**src/core/sic_defs.vh**
```
`ifndef SIC_DEFS_VH
`define SIC_DEFS_VH
// ----------------------------------------
// register offsets, low nibble within a channel; module stop at a full byte address
// ----------------------------------------
`define SIC_OFS_CTRL 4'h0
`define SIC_OFS_STAT 4'h4
`define SIC_OFS_TDATA 4'h8
`define SIC_OFS_RDATA 4'hC
`define SIC_OFS_STOP 8'h30
`define SIC_NUM_CH 2'h3
// ----------------------------------------
// control fields
// ----------------------------------------
`define SIC_C_TE 0
`define SIC_C_RE 1
`define SIC_C_TIE 2
`define SIC_C_RIE 3
`define SIC_C_TRANSMIT_END_INTERRUPT_ENABLE 4
`define SIC_C_SC 5
`define SIC_C_SYNC 6
`define SIC_C_PDIR 7
`define SIC_C_PDAT 8
`define SIC_CTRL_RST 9'h000
// ----------------------------------------
// status fields
// ----------------------------------------
`define SIC_S_OVR 0
`define SIC_S_FER 1
`define SIC_S_PER 2
`define SIC_S_ERS 3
`define SIC_S_RXF 4
`define SIC_S_TRANSMIT_EMPTY_FLAG 5
`define SIC_S_TRANSMIT_END_FLAG 6
`define SIC_STAT_RST 7'h60
`define SIC_STOP_RST 3'h7
// ----------------------------------------
// frame bit counts
// ----------------------------------------
`define SIC_TX_LAST_ASYNC 4'hA
`define SIC_TX_LAST_SC 4'hB
`define SIC_RX_DATA_END 4'h8
`define SIC_RX_PAR 4'h9
`endif

```
**src/core/sic_sync.v**
```verilog
module sic_sync #(
  parameter W = 6
) (
  input wire clk,
  input wire sys_rst,
  input wire [W-1:0] d,
  output wire [W-1:0] q
);
  reg [W-1:0] meta_reg;
  reg [W-1:0] sync_reg;
  // two stages against metastability on pin inputs
  always @(posedge clk) begin
    if (sys_rst) begin
      meta_reg <= {W{1'b1}};
      sync_reg <= {W{1'b1}};
    end else begin
      meta_reg <= d;
      sync_reg <= meta_reg;
    end
  end
  assign q = sync_reg;
endmodule

```
**src/core/sic_chan.v**
```verilog
`include "sic_defs.vh"
module sic_chan (
  input wire clk,
  input wire chanRst,
  input wire sclkRise,
  input wire sclkFall,
  input wire rxd,
  input wire txEnable,
  input wire rxEnable,
  input wire scMode,
  input wire txReady,
  input wire [7:0] tdata,
  output reg txBit,
  output reg txTake,
  output reg txDone,
  output reg txErr,
  output reg rxDone,
  output wire [7:0] rxData,
  output reg rxFerr,
  output reg rxPerr
);
  reg txBusy_reg;
  reg [3:0] txCnt_reg;
  reg [7:0] tsr_reg;
  reg errSeen_reg;
  reg [3:0] rxCnt_reg;
  reg [7:0] rsr_reg;
  reg parBit_reg;
  reg nextBit;
  wire [3:0] txLast;
  wire [3:0] txCntInc;
  assign txLast = scMode ? `SIC_TX_LAST_SC : `SIC_TX_LAST_ASYNC;
  assign txCntInc = txCnt_reg + 4'h1;
  assign rxData = rsr_reg;
  always @* begin
    nextBit = 1'b1;
    if (txCntInc <= 4'h8) begin
      nextBit = tsr_reg[txCntInc[2:0] - 3'h1];
    end else if (txCntInc == 4'h9) begin
      nextBit = ^tsr_reg;
    end
  end
  // ----------------------------------------
  // transmitter
  // ----------------------------------------
  always @(posedge clk) begin
    if (chanRst | ~txEnable) begin
      txBusy_reg <= 1'b0;
      txCnt_reg <= 4'h0;
      txBit <= 1'b1;
      errSeen_reg <= 1'b0;
      txTake <= 1'b0;
      txDone <= 1'b0;
      txErr <= 1'b0;
      tsr_reg <= 8'h00;
    end else begin
      txTake <= 1'b0;
      txDone <= 1'b0;
      txErr <= 1'b0;
      // error signal from the card is sampled in the guard slot
      if (sclkRise & txBusy_reg & scMode & (txCnt_reg == `SIC_TX_LAST_SC) & ~rxd) begin
        errSeen_reg <= 1'b1;
        txErr <= 1'b1;
      end
      if (sclkFall) begin
        if (~txBusy_reg) begin
          if (txReady) begin
            tsr_reg <= tdata;
            txTake <= 1'b1;
            txBusy_reg <= 1'b1;
            txCnt_reg <= 4'h0;
            txBit <= 1'b0;
          end
        end else if (txCnt_reg == txLast) begin
          if (errSeen_reg) begin
            txCnt_reg <= 4'h0;
            txBit <= 1'b0;
            errSeen_reg <= 1'b0;
          end else begin
            txBit <= 1'b1;
            txBusy_reg <= 1'b0;
            txDone <= 1'b1;
          end
        end else begin
          txCnt_reg <= txCntInc;
          txBit <= nextBit;
        end
      end
    end
  end
  // ----------------------------------------
  // receiver
  // ----------------------------------------
  always @(posedge clk) begin
    if (chanRst | ~rxEnable) begin
      rxCnt_reg <= 4'h0;
      rsr_reg <= 8'h00;
      parBit_reg <= 1'b0;
      rxDone <= 1'b0;
      rxFerr <= 1'b0;
      rxPerr <= 1'b0;
    end else begin
      rxDone <= 1'b0;
      if (sclkRise) begin
        if (rxCnt_reg == 4'h0) begin
          // a held-low line restarts a frame each time: break keeps flagging
          if (~rxd) begin
            rxCnt_reg <= 4'h1;
          end
        end else if (rxCnt_reg <= `SIC_RX_DATA_END) begin
          rsr_reg <= {rxd, rsr_reg[7:1]};
          rxCnt_reg <= rxCnt_reg + 4'h1;
        end else if (rxCnt_reg == `SIC_RX_PAR) begin
          parBit_reg <= rxd;
          rxCnt_reg <= rxCnt_reg + 4'h1;
        end else begin
          rxDone <= 1'b1;
          rxFerr <= ~rxd;
          rxPerr <= parBit_reg ^ (^rsr_reg);
          rxCnt_reg <= 4'h0;
        end
      end
    end
  end
endmodule

```
**src/core/sic_top.v**
```verilog
// Function
// - normal mode: error, receive-full, transmit-empty and transmit-end requests per channel
// - only receive-full and transmit-empty requests may start the transfer controller
// - smart card mode drops the transmit-end request
// - smart card: error from overrun/parity/error-signal; transmit-empty from transmit-end
// - smart card: transmit-empty and transmit-end flags set together, raising request
// - controller write of transmit data clears transmit-empty and transmit-end
// - smart card error: resend same byte, transmit-end stays low meanwhile
// - receive-full raises request; controller read clears the flag
// - receive error sets error flag only, never receive-full
// - module stop is set after reset; registers usable once cleared
// - break keeps the receiver running and framing error sets again
// - transmitter disabled: data pin follows port direction and data bits
// - clearing transmitter enable initializes the transmitter at once
// - synchronous mode: receive errors block transmit; receiver disable keeps them
// - enabling transmitter and its interrupt after stop raises transmit-empty request
// - receiver disable resets receive shift logic; data in flight is lost
`include "sic_defs.vh"
module sic_top (
  input wire clk,
  input wire sys_rst,
  input wire psel,
  input wire penable,
  input wire pwrite,
  input wire [7:0] paddr,
  input wire [31:0] pwdata,
  output wire [31:0] prdata,
  output wire pready,
  output wire pslverr,
  input wire [2:0] sclkPin,
  input wire [2:0] rxdPin,
  input wire [2:0] tcTxWrite,
  input wire [23:0] tcTxData,
  input wire [2:0] tcRxRead,
  output wire [23:0] tcRxData,
  output wire [2:0] txdOut,
  output wire [2:0] txdOeN,
  output wire [2:0] rxErrReq,
  output wire [2:0] rxFullReq,
  output wire [2:0] txEmptyReq,
  output wire [2:0] txEndReq,
  output wire [2:0] tcTxStart,
  output wire [2:0] tcRxStart
);
  // ----------------------------------------
  // pin synchronisers and clock edges
  // ----------------------------------------
  wire [5:0] pinSync;
  reg [2:0] sclkPrev_reg;
  wire [2:0] sclkRise;
  wire [2:0] sclkFall;
  sic_sync #(
    .W(6)
  ) u_sync (
    .clk(clk),
    .sys_rst(sys_rst),
    .d({rxdPin, sclkPin}),
    .q(pinSync)
  );
  always @(posedge clk) begin
    if (sys_rst) begin
      sclkPrev_reg <= 3'h7;
    end else begin
      sclkPrev_reg <= pinSync[2:0];
    end
  end
  assign sclkRise = pinSync[2:0] & ~sclkPrev_reg;
  assign sclkFall = ~pinSync[2:0] & sclkPrev_reg;
  // ----------------------------------------
  // bus slave
  // ----------------------------------------
  reg pready_reg;
  reg pslverr_reg;
  reg [31:0] prdata_reg;
  reg [31:0] rdMux;
  reg [2:0] mstop_reg;
  wire [1:0] chSel;
  wire [3:0] regSel;
  wire addrOk;
  wire isStop;
  wire access;
  wire wrStrobe;
  wire [26:0] ctrlVec;
  wire [20:0] statVec;
  wire [23:0] rdrVec;
  wire [4:0] ctrlBase;
  wire [4:0] statBase;
  wire [4:0] byteBase;
  assign chSel = paddr[5:4];
  assign regSel = paddr[3:0];
  assign isStop = (paddr == `SIC_OFS_STOP);
  assign addrOk = isStop | ((paddr[7:6] == 2'h0) & (chSel < `SIC_NUM_CH) & (paddr[1:0] == 2'h0));
  assign access = psel & penable & ~pready_reg;
  assign wrStrobe = psel & penable & pready_reg & pwrite & addrOk;
  assign ctrlBase = chSel * 5'd9;
  assign statBase = chSel * 5'd7;
  assign byteBase = {chSel, 3'h0};
  always @* begin
    rdMux = 32'h00000000;
    if (isStop) begin
      rdMux = {29'h0, mstop_reg};
    end else if (~addrOk) begin
      rdMux = 32'h00000000;
    end else if (mstop_reg[chSel]) begin
      // stopped channel reads as zero
      rdMux = 32'h00000000;
    end else if (regSel == `SIC_OFS_CTRL) begin
      rdMux = {23'h0, ctrlVec[ctrlBase +: 9]};
    end else if (regSel == `SIC_OFS_STAT) begin
      rdMux = {25'h0, statVec[statBase +: 7]};
    end else if (regSel == `SIC_OFS_RDATA) begin
      rdMux = {24'h0, rdrVec[byteBase +: 8]};
    end else begin
      rdMux = 32'h00000000;
    end
  end
  // one wait state: pready rises in the second access cycle
  always @(posedge clk) begin
    if (sys_rst) begin
      pready_reg <= 1'b0;
      pslverr_reg <= 1'b0;
      prdata_reg <= 32'h00000000;
    end else begin
      pready_reg <= access;
      if (access) begin
        pslverr_reg <= ~addrOk;
        prdata_reg <= pwrite ? 32'h00000000 : rdMux;
      end
    end
  end
  always @(posedge clk) begin
    if (sys_rst) begin
      mstop_reg <= `SIC_STOP_RST;
    end else if (wrStrobe & isStop) begin
      mstop_reg <= pwdata[2:0];
    end
  end
  assign pready = pready_reg;
  assign pslverr = pslverr_reg;
  assign prdata = prdata_reg;
  // ----------------------------------------
  // channels
  // ----------------------------------------
  wire [2:0] errNext;
  wire [2:0] rxfNext;
  wire [2:0] txeNext;
  wire [2:0] tendNext;
  wire [2:0] txdNext;
  wire [2:0] oeNext;
  genvar i;
  generate
    for (i = 0; i < 3; i = i + 1) begin : g_ch
      reg [8:0] ctrl_reg;
      reg [6:0] stat_reg;
      reg [7:0] tdr_reg;
      reg [7:0] rdr_reg;
      wire stop;
      wire chanRst;
      wire hit;
      wire sc;
      wire hold;
      wire txBit;
      wire txTake;
      wire txDone;
      wire txErr;
      wire rxDone;
      wire [7:0] rxData;
      wire rxFerr;
      wire rxPerr;
      assign stop = mstop_reg[i];
      // stop resets shift, data and status registers
      assign chanRst = sys_rst | stop;
      assign hit = wrStrobe & ~isStop & (chSel == i) & ~stop;
      assign sc = ctrl_reg[`SIC_C_SC];
      assign hold = ctrl_reg[`SIC_C_SYNC] & (stat_reg[`SIC_S_OVR] | stat_reg[`SIC_S_FER] | stat_reg[`SIC_S_PER]);
      sic_chan u_chan (
        .clk(clk),
        .chanRst(chanRst),
        .sclkRise(sclkRise[i]),
        .sclkFall(sclkFall[i]),
        .rxd(pinSync[3 + i]),
        .txEnable(ctrl_reg[`SIC_C_TE]),
        .rxEnable(ctrl_reg[`SIC_C_RE]),
        .scMode(sc),
        .txReady(~stat_reg[`SIC_S_TRANSMIT_EMPTY_FLAG] & ~hold),
        .tdata(tdr_reg),
        .txBit(txBit),
        .txTake(txTake),
        .txDone(txDone),
        .txErr(txErr),
        .rxDone(rxDone),
        .rxData(rxData),
        .rxFerr(rxFerr),
        .rxPerr(rxPerr)
      );
      // clears come first so a same-cycle set wins
      always @(posedge clk) begin
        if (chanRst) begin
          ctrl_reg <= `SIC_CTRL_RST;
          stat_reg <= `SIC_STAT_RST;
          tdr_reg <= 8'h00;
          rdr_reg <= 8'h00;
        end else begin
          if (hit & (regSel == `SIC_OFS_CTRL)) begin
            ctrl_reg <= pwdata[8:0];
          end
          if (hit & (regSel == `SIC_OFS_STAT)) begin
            stat_reg <= stat_reg & ~pwdata[6:0];
          end
          if (hit & (regSel == `SIC_OFS_TDATA)) begin
            tdr_reg <= pwdata[7:0];
            stat_reg[`SIC_S_TRANSMIT_EMPTY_FLAG] <= 1'b0;
            stat_reg[`SIC_S_TRANSMIT_END_FLAG] <= 1'b0;
          end else if (tcTxWrite[i]) begin
            tdr_reg <= tcTxData[i*8 +: 8];
            stat_reg[`SIC_S_TRANSMIT_EMPTY_FLAG] <= 1'b0;
            stat_reg[`SIC_S_TRANSMIT_END_FLAG] <= 1'b0;
          end
          if (tcRxRead[i]) begin
            stat_reg[`SIC_S_RXF] <= 1'b0;
          end
          if (txTake & ~sc) begin
            stat_reg[`SIC_S_TRANSMIT_EMPTY_FLAG] <= 1'b1;
          end
          if (txDone & sc) begin
            stat_reg[`SIC_S_TRANSMIT_EMPTY_FLAG] <= 1'b1;
            stat_reg[`SIC_S_TRANSMIT_END_FLAG] <= 1'b1;
          end else if (txDone & stat_reg[`SIC_S_TRANSMIT_EMPTY_FLAG]) begin
            stat_reg[`SIC_S_TRANSMIT_END_FLAG] <= 1'b1;
          end
          // no hardware clear for the error-signal flag
          if (txErr) begin
            stat_reg[`SIC_S_ERS] <= 1'b1;
          end
          if (rxDone) begin
            if (stat_reg[`SIC_S_RXF]) begin
              stat_reg[`SIC_S_OVR] <= 1'b1;
            end else begin
              rdr_reg <= rxData;
              if (rxFerr) begin
                stat_reg[`SIC_S_FER] <= 1'b1;
              end
              if (rxPerr) begin
                stat_reg[`SIC_S_PER] <= 1'b1;
              end
              if (~rxFerr & ~rxPerr) begin
                stat_reg[`SIC_S_RXF] <= 1'b1;
              end
            end
          end
        end
      end
      assign ctrlVec[i*9 +: 9] = ctrl_reg;
      assign statVec[i*7 +: 7] = stat_reg;
      assign rdrVec[i*8 +: 8] = rdr_reg;
      assign tcRxData[i*8 +: 8] = rdr_reg;
      assign errNext[i] = ctrl_reg[`SIC_C_RIE] & (stat_reg[`SIC_S_OVR] | stat_reg[`SIC_S_PER] |
        (sc ? stat_reg[`SIC_S_ERS] : stat_reg[`SIC_S_FER]));
      assign rxfNext[i] = ctrl_reg[`SIC_C_RIE] & stat_reg[`SIC_S_RXF];
      assign txeNext[i] = ctrl_reg[`SIC_C_TIE] &
        (sc ? stat_reg[`SIC_S_TRANSMIT_END_FLAG] : stat_reg[`SIC_S_TRANSMIT_EMPTY_FLAG]);
      assign tendNext[i] = ctrl_reg[`SIC_C_TRANSMIT_END_INTERRUPT_ENABLE] & stat_reg[`SIC_S_TRANSMIT_END_FLAG] & ~sc;
      assign txdNext[i] = ctrl_reg[`SIC_C_TE] ? txBit : ctrl_reg[`SIC_C_PDAT];
      assign oeNext[i] = ctrl_reg[`SIC_C_TE] ? 1'b0 : ~ctrl_reg[`SIC_C_PDIR];
    end
  endgenerate
  // ----------------------------------------
  // request and pin outputs
  // ----------------------------------------
  reg [2:0] rxErrReq_reg;
  reg [2:0] rxFullReq_reg;
  reg [2:0] txEmptyReq_reg;
  reg [2:0] txEndReq_reg;
  reg [2:0] tcTxStart_reg;
  reg [2:0] tcRxStart_reg;
  reg [2:0] txdOut_reg;
  reg [2:0] txdOeN_reg;
  always @(posedge clk) begin
    if (sys_rst) begin
      rxErrReq_reg <= 3'h0;
      rxFullReq_reg <= 3'h0;
      txEmptyReq_reg <= 3'h0;
      txEndReq_reg <= 3'h0;
      tcTxStart_reg <= 3'h0;
      tcRxStart_reg <= 3'h0;
      txdOut_reg <= 3'h7;
      txdOeN_reg <= 3'h7;
    end else begin
      rxErrReq_reg <= errNext;
      rxFullReq_reg <= rxfNext;
      txEmptyReq_reg <= txeNext;
      txEndReq_reg <= tendNext;
      // error and end requests never reach the controller
      tcTxStart_reg <= txeNext;
      tcRxStart_reg <= rxfNext;
      txdOut_reg <= txdNext;
      txdOeN_reg <= oeNext;
    end
  end
  assign rxErrReq = rxErrReq_reg;
  assign rxFullReq = rxFullReq_reg;
  assign txEmptyReq = txEmptyReq_reg;
  assign txEndReq = txEndReq_reg;
  assign tcTxStart = tcTxStart_reg;
  assign tcRxStart = tcRxStart_reg;
  assign txdOut = txdOut_reg;
  assign txdOeN = txdOeN_reg;
endmodule

```
**config.mk**
```make
export PLATFORM = sky130hd
export DESIGN_NAME = sic_top
export DESIGN_NICKNAME = d
export VERILOG_FILES = /design/src/core/sic_sync.v /design/src/core/sic_chan.v /design/src/core/sic_top.v
export VERILOG_INCLUDE_DIRS = /design/src /design/src/core
export SDC_FILE = /design/constraint.sdc
export NUM_CORES = 1
export LEC_CHECK = 0
export BUFFER_PORTS_ARGS = -buffer_cell sky130_fd_sc_hd__buf_4
export CORE_UTILIZATION = 50
export DETAILED_ROUTE_END_ITERATION = 6
export GPL_ROUTABILITY_DRIVEN = 0
export HOLD_SLACK_MARGIN = 0.06
export PLACE_DENSITY = 0.67
export SLEW_MARGIN = 20
export SYNTH_ARGS = -nofsm -noshare
export SYNTH_HDL_FRONTEND = slang
export SYNTH_SLANG_ARGS = --single-unit
```
**constraint.sdc**
```tcl
create_clock -name clk -period 6.3 [get_ports clk]
set_input_delay 0.945 -clock clk [delete_from_list [all_inputs] [get_ports clk]]
set_output_delay 0.945 -clock clk [all_outputs]
set_load 0.05 [all_outputs]
```
-- Word-level counts from Yosys, hierarchy flattened
Cells that the tools add are included.
- flip-flop bits (word level): 268
- logic and storage cells: 498
- add/sub/neg operators: 9
- multipliers: 2
- order comparisons: 11
- equal/unequal tests: 24
- shift operators: 3
- multiplexer cells: 150
- bitwise operators: 159
- reduce and logical (&&, ||, !) cells: 64
- operators by type and width (operator ; count):
    4-bit two-way mux ; 24
    1-bit two-way mux ; 94
    1-bit bitwise AND ; 69
    8-bit two-way mux ; 8
    1-bit NOT ; 57
    8-bit parity ; 6
    4-bit == test (second input constant) ; 11
    9-bit two-way mux ; 4
    32-bit two-way mux ; 1
    3-bit AND reduction ; 9
    3-bit OR reduction ; 9
    27-bit by 6-bit variable part select with 9-bit output ; 1
    4-bit by 1-bit adder with 4-bit output (second input constant) ; 6
    4-bit <= comparator (second input constant) ; 6
    4-bit AND reduction ; 6
    4-bit OR reduction ; 6
    24-bit by 6-bit variable part select with 8-bit output ; 1
    1-bit bitwise OR ; 22
    7-bit bitwise AND ; 3
    7-bit two-way mux ; 3
    21-bit by 6-bit variable part select with 7-bit output ; 1
    2-bit two-way mux ; 9
    2-bit AND reduction ; 9
    2-bit nonzero test ; 9
    other kinds (23) ; 48

-- Logic depth before layout (Yosys ltp)
- depth in word-level cells: 14
- mapped depth: 9
- mapped depth without buffers: 7

-- Cells and area by module
Synthesis repeated with hierarchy kept, for this count alone.
- cell total of the unflattened synthesis: 1328
- area, all modules: 11723.7 um2
- by module, submodules not included (module ; times used ; cells an instance ; area each (um2)):
    sic_top ; 1 ; 739 ; 6216.0
    sic_chan ; 3 ; 188 ; 1729.2
    sic_sync ; 1 ; 25 ; 320.3

-- Worst setup path after synthesis
Ideal clock, no wire load.
- path kind: input -> register
- start point: in paddr[1]
- end point: reg g_ch[2].stat_reg[5]
- arrival time: 2.628 ns
- slack: 3.550 ns
- stages: 6
- buffers on the path: 1
- cells stage by stage: or4b_4 > buf_6 > or4_4 > nor3_4 > nand2_1 > a311o_1
- cells in the longest elaborated chain, start to end: 9
- ends and longest elaborated chain (item ; RTL line ; text):
    start, declared ; sic_top.v:25 ; input wire [7:0] paddr,
    2-bit zero test ; sic_top.v:92 ; assign addrOk = isStop | ((paddr[7:6] == 2'h0) & (chSel < `SIC_NUM_CH) & (paddr[1:0] == 2'h0));
    1-bit bitwise AND ; sic_top.v:92 ;
    1-bit bitwise OR ; sic_top.v:92 ;
    1-bit bitwise AND ; sic_top.v:94 ; assign wrStrobe = psel & penable & pready_reg & pwrite & addrOk;
    1-bit bitwise AND (3 in series) ; sic_top.v:173 ; assign hit = wrStrobe & ~isStop & (chSel == i) & ~stop;
    1-bit bitwise AND (on tied branches) ; sic_top.v:207, sic_top.v:210 ;
    3-bit nonzero test (no line) / 2-bit two-way mux (equally long branches) ; n/a ;
    end signal, assigned ; sic_top.v:200 ; stat_reg <= `SIC_STAT_RST;
    end signal, assigned ; sic_top.v:208 ; stat_reg <= stat_reg & ~pwdata[6:0];
    end, declared ; sic_top.v:154 ; reg [6:0] stat_reg;
Parallel ways exist; a longest one is shown, timed or not.
A chain may end at the register's enable or synchronous reset.

-- Worst setup path in the final report
- start point: in paddr[3]
- end point: reg g_ch[2].ctrl_reg[1]
- cells in the longest elaborated chain, start to end: 7
- ends and longest elaborated chain (item ; RTL line ; text):
    8-bit by 6-bit == test with 1-bit output (no line) ; n/a ;
    1-bit bitwise OR ; sic_top.v:92 ;
    1-bit bitwise AND ; sic_top.v:94 ;
    1-bit bitwise AND (3 in series) ; sic_top.v:173 ;
    1-bit bitwise AND (*) ; sic_top.v:204 ; if (hit & (regSel == `SIC_OFS_CTRL)) begin
    end signal, assigned ; sic_top.v:199 ; ctrl_reg <= `SIC_CTRL_RST;
    end signal, assigned ; sic_top.v:205 ; ctrl_reg <= pwdata[8:0];
    end, declared ; sic_top.v:153 ; reg [8:0] ctrl_reg;
Every way passes the cells marked *; elsewhere a longest branch is shown, timed or not.

==> Implementation_results.wiki <==
{| class="wikitable"
! Metric !! Value
|-
| Result of the run || complete, no violations
|-
| Startpoint of the most critical setup path || paddr[3]
|-
| Hold Crit Class || reg -> reg
|-
| Power density over the cells || around 270 nW/µm²
|-
| Worst path cell trace || buf_4 > or4_1 > nor4_2 > buf_4 > nand2_1 > mux2i_1 > nor2_1
|-
| Setup TNS Final || 0 ns
|-
| Fraction of the cycle the final worst path needs || 48.54%
|-
| Post-layout minimum cycle time || ~3 ns
|-
| Clock-pin slew reported for the worst setup and hold paths after clock tree synthesis || 0.06 ns
|-
| Antenna violations before repair || 0
|-
| Initial standard-cell utilization of the core || 50.93%
|-
| Number of placed I/O pins || 163
|-
| Measured slew at the worst slew-check pin || 0.8842 ns
|-
| Maximum clock frequency || 0.3270 GHz
|-
| Worst setup path category || in -> reg
|-
| Critical path endpoint category || register
|-
| Area share of the leading cell type in the synthesized netlist || 42.66%
|-
| DRC violations left || 0
|-
| Largest fanout on the critical path || 15
|-
| Most frequent standard cell in the layout excluding fill and tap cells || dfxtp_1
|-
| Unrepaired setup endpoints after global routing || no
|-
| First-pass iteration count of the detailed router || 5
|-
| Top area cells in the synthesized netlist || dfxtp_1 43%, mux2i_1 11%, nor2_1 4.2%, a21oi_1 4.1%, nand2_1 4.0%
|-
| Area delta synth->final || 16.29%
|-
| Total standard cell area after synthesis || 11500 µm²
|-
| Iter 0 DRT Violations || 639
|-
| Remaining antenna violation count || 0
|-
| Number of enable-type register cells in the synthesized netlist || 0
|-
| CTS Root Cell || clkbuf_16
|-
| Critical Path Max Stage Delay || 0.82 ns
|-
| Flops & latches, synth || 245
|-
| Number of global-route vias before repair || just under 9k
|-
| Yosys warns || 0
|-
| Top Family by Delay on Critical Path || simple AND/OR/NAND/NOR gates
|-
| Data required time at the worst endpoint || 6.70 ns
|-
| Buffer count from post-CTS setup fixing || 0
|-
| Vert. Die Dim || 153.6 µm
|-
| GRT Total Usage || 24.49%
|-
| Area taken by multi-input logic gates || 6048 µm²
|-
| Number of nets in the layout || 1458
|-
| Floorplan Core Area || 22570 µm²
|-
| Post-CTS Hold Fix Bufs || 0
|-
| Max-cap violations || 0
|-
| Min-Delay Startpoint || u_sync.meta_reg[0]
|-
| Worst reg2reg startpoint || pready
|-
| Via/cell ratio || 5.658
|-
| Critical Path Source Type || input port
|-
| Final number of setup-violating endpoints || 0
|-
| Number of slew-limit violations in the final report || 0
|-
| Cell with the largest stage delay on the worst path || nor4_2
|-
| Part of the Yosys area used for sequential elements || 42.66%
|-
| Core Rows || 55
|-
| Endpoints failing hold || 0
|-
| Leakage power || 5.099 nW
|-
| Post-cts gate resize count || 0
|-
| Cell type with the largest total area after synthesis || dfxtp_1
|-
| Final worst clock skew || 0.01618 ns
|-
| Clock tree from TritonCTS || done
|-
| Critical Path AT || 3.45 ns
|-
| Post-synth ARST share || 0%
|-
| Relative max-transition margin || 40.56%
|-
| Source-to-sink clock delay at the later pin of the worst-skew pair || approximately 0.54 ns
|-
| Post-DR wirelength/cell || around 18 µm
|-
| Final design area excluding fillers || 13370 µm²
|-
| Worst IR Drop VDD || between 150 and 200 µV
|-
| Primary FF master, synth || dfxtp_1
|-
| Buf+Inv Stages, Crit Path || 2
|-
| Hpwl dp || 20700 µm
|-
| Most Frequent Cell on Critical Path || buf_4
|-
| Proportion of layout cells with a drive suffix above 1 || 15.58%
|-
| X dimension of the die || 153.6 µm
|-
| FF+latch area || 4905 µm²
|-
| Total vias in the final route || 9420
|-
| Synth unique cells || 62
|-
| Most frequent cells in the layout || 245 x dfxtp_1, 128 x nor2_1, 122 x nand2_1
|-
| Cell count after synthesis || between 1k and 1.5k
|-
| H-tree depth || 1
|-
| Average cell area after synthesis || 8.891 µm²
|-
| Pin count of the biggest net entering global routing || 51
|-
| Flip-flop count of the largest register, all copies and words added || 27
|-
| Antenna diodes || 0
|-
| Placed Instance Area || 12310 µm²
|-
| CTS buffer count || 27
|-
| Post-detailed-routing wire length || 29160 µm
|-
| Buffers added on ports || 116
|-
| Filler cells || between 2k and 2.5k
|-
| Clock sink count || 245
|-
| Total Die Area || 23600 µm²
|-
| CTS Buffer Depth || 3
|-
| Remaining global-route overflow || 0
|-
| First-pass GRT wire length || roughly 46000 µm
|}
## power breakdown
group	total (mW)	internal, mW	switching [mW]
Combinational	0.148	0.0483	0.0999
Clock	1.84	1.19	0.647
Sequential	1.56	1.56	0.00440
## layout make-up
cell class,instances,area share (%)
clock inverters,15,2.106
clock buffers,35,5.803
multi-input cells,937,45.24
repair buffers,119,6.682
flip-flops and latches,245,36.69
inverters,29,0.8142
well taps,285,2.667
## kinds of logic (layout without fill, tap and decap cells)
group	count (synthesis)	after routing	synth area share, %
xor+xnor	53	53	4.038
simple gates	455	455	19.82
compound gates	259	259	14.33
mux	129	129	11.71
other cells	1	23	0.03262
flops	245	245	42.66
fa+ha+maj	18	18	1.959
buf+inv	133	198	5.442
## cells in the mapped netlist (8+ instances only)
library cell,number
a31oi_1,10
a211o_1,9
clkbuf_1,58
nor2b_1,28
nand4_1,14
nand2_1,122
dfxtp_1,245
nand2b_1,22
a21oi_1,95
o21ai_0,49
nand3_1,40
a211oi_1,31
nor3b_1,12
nor3_1,12
inv_1,29
nor2_1,128
buf_1,12
o22a_1,8
mux2i_1,121
xnor2_1,46
ha_1,18
nand3b_1,12
buf_4,31
or2_2,22
## worst paths after layout
path / to / slack [ns] / cells past startpoint
worst max-delay path: g_ch[2].ctrl_reg[1] / 3.24 / 7
worst min-delay path: u_sync.q[0] / 0.41 / 1
worst max register to register: g_ch[2].ctrl_reg[1] / 3.81 / 6
worst min register to register: u_sync.q[0] / 0.41 / 1
## per-stage QoR
| step | power (mW) | utilization, % | cells | hold slack (ns) | worst slack (ns) |
|---|---|---|---|---|---|
| 3_5_place_dp | 1.741 | 54.55 | 1615 | 0.3955 | 2.823 |
| 3_3_place_gp | 1.740 | 54.55 | 1615 | 0.3911 | 2.821 |
| 6_report | 3.547 | 59.23 | 1665 | 0.4072 | 3.242 |
| 2_1_floorplan | 1.696 | - | 1315 | 0.3895 | 3.550 |
| 5_1_grt | 3.649 | 59.23 | 1665 | 0.4297 | 3.117 |
| 4_1_cts | 3.575 | 59.23 | 1665 | 0.4075 | 3.361 |
## routing by layer
layer	global-route usage, %	wire [µm]
met1	33.84	13390
met2	39.57	13310
met3	2.988	1637
met4	8.333	816
met5	0	0
(Power assumes the default switching activity.)
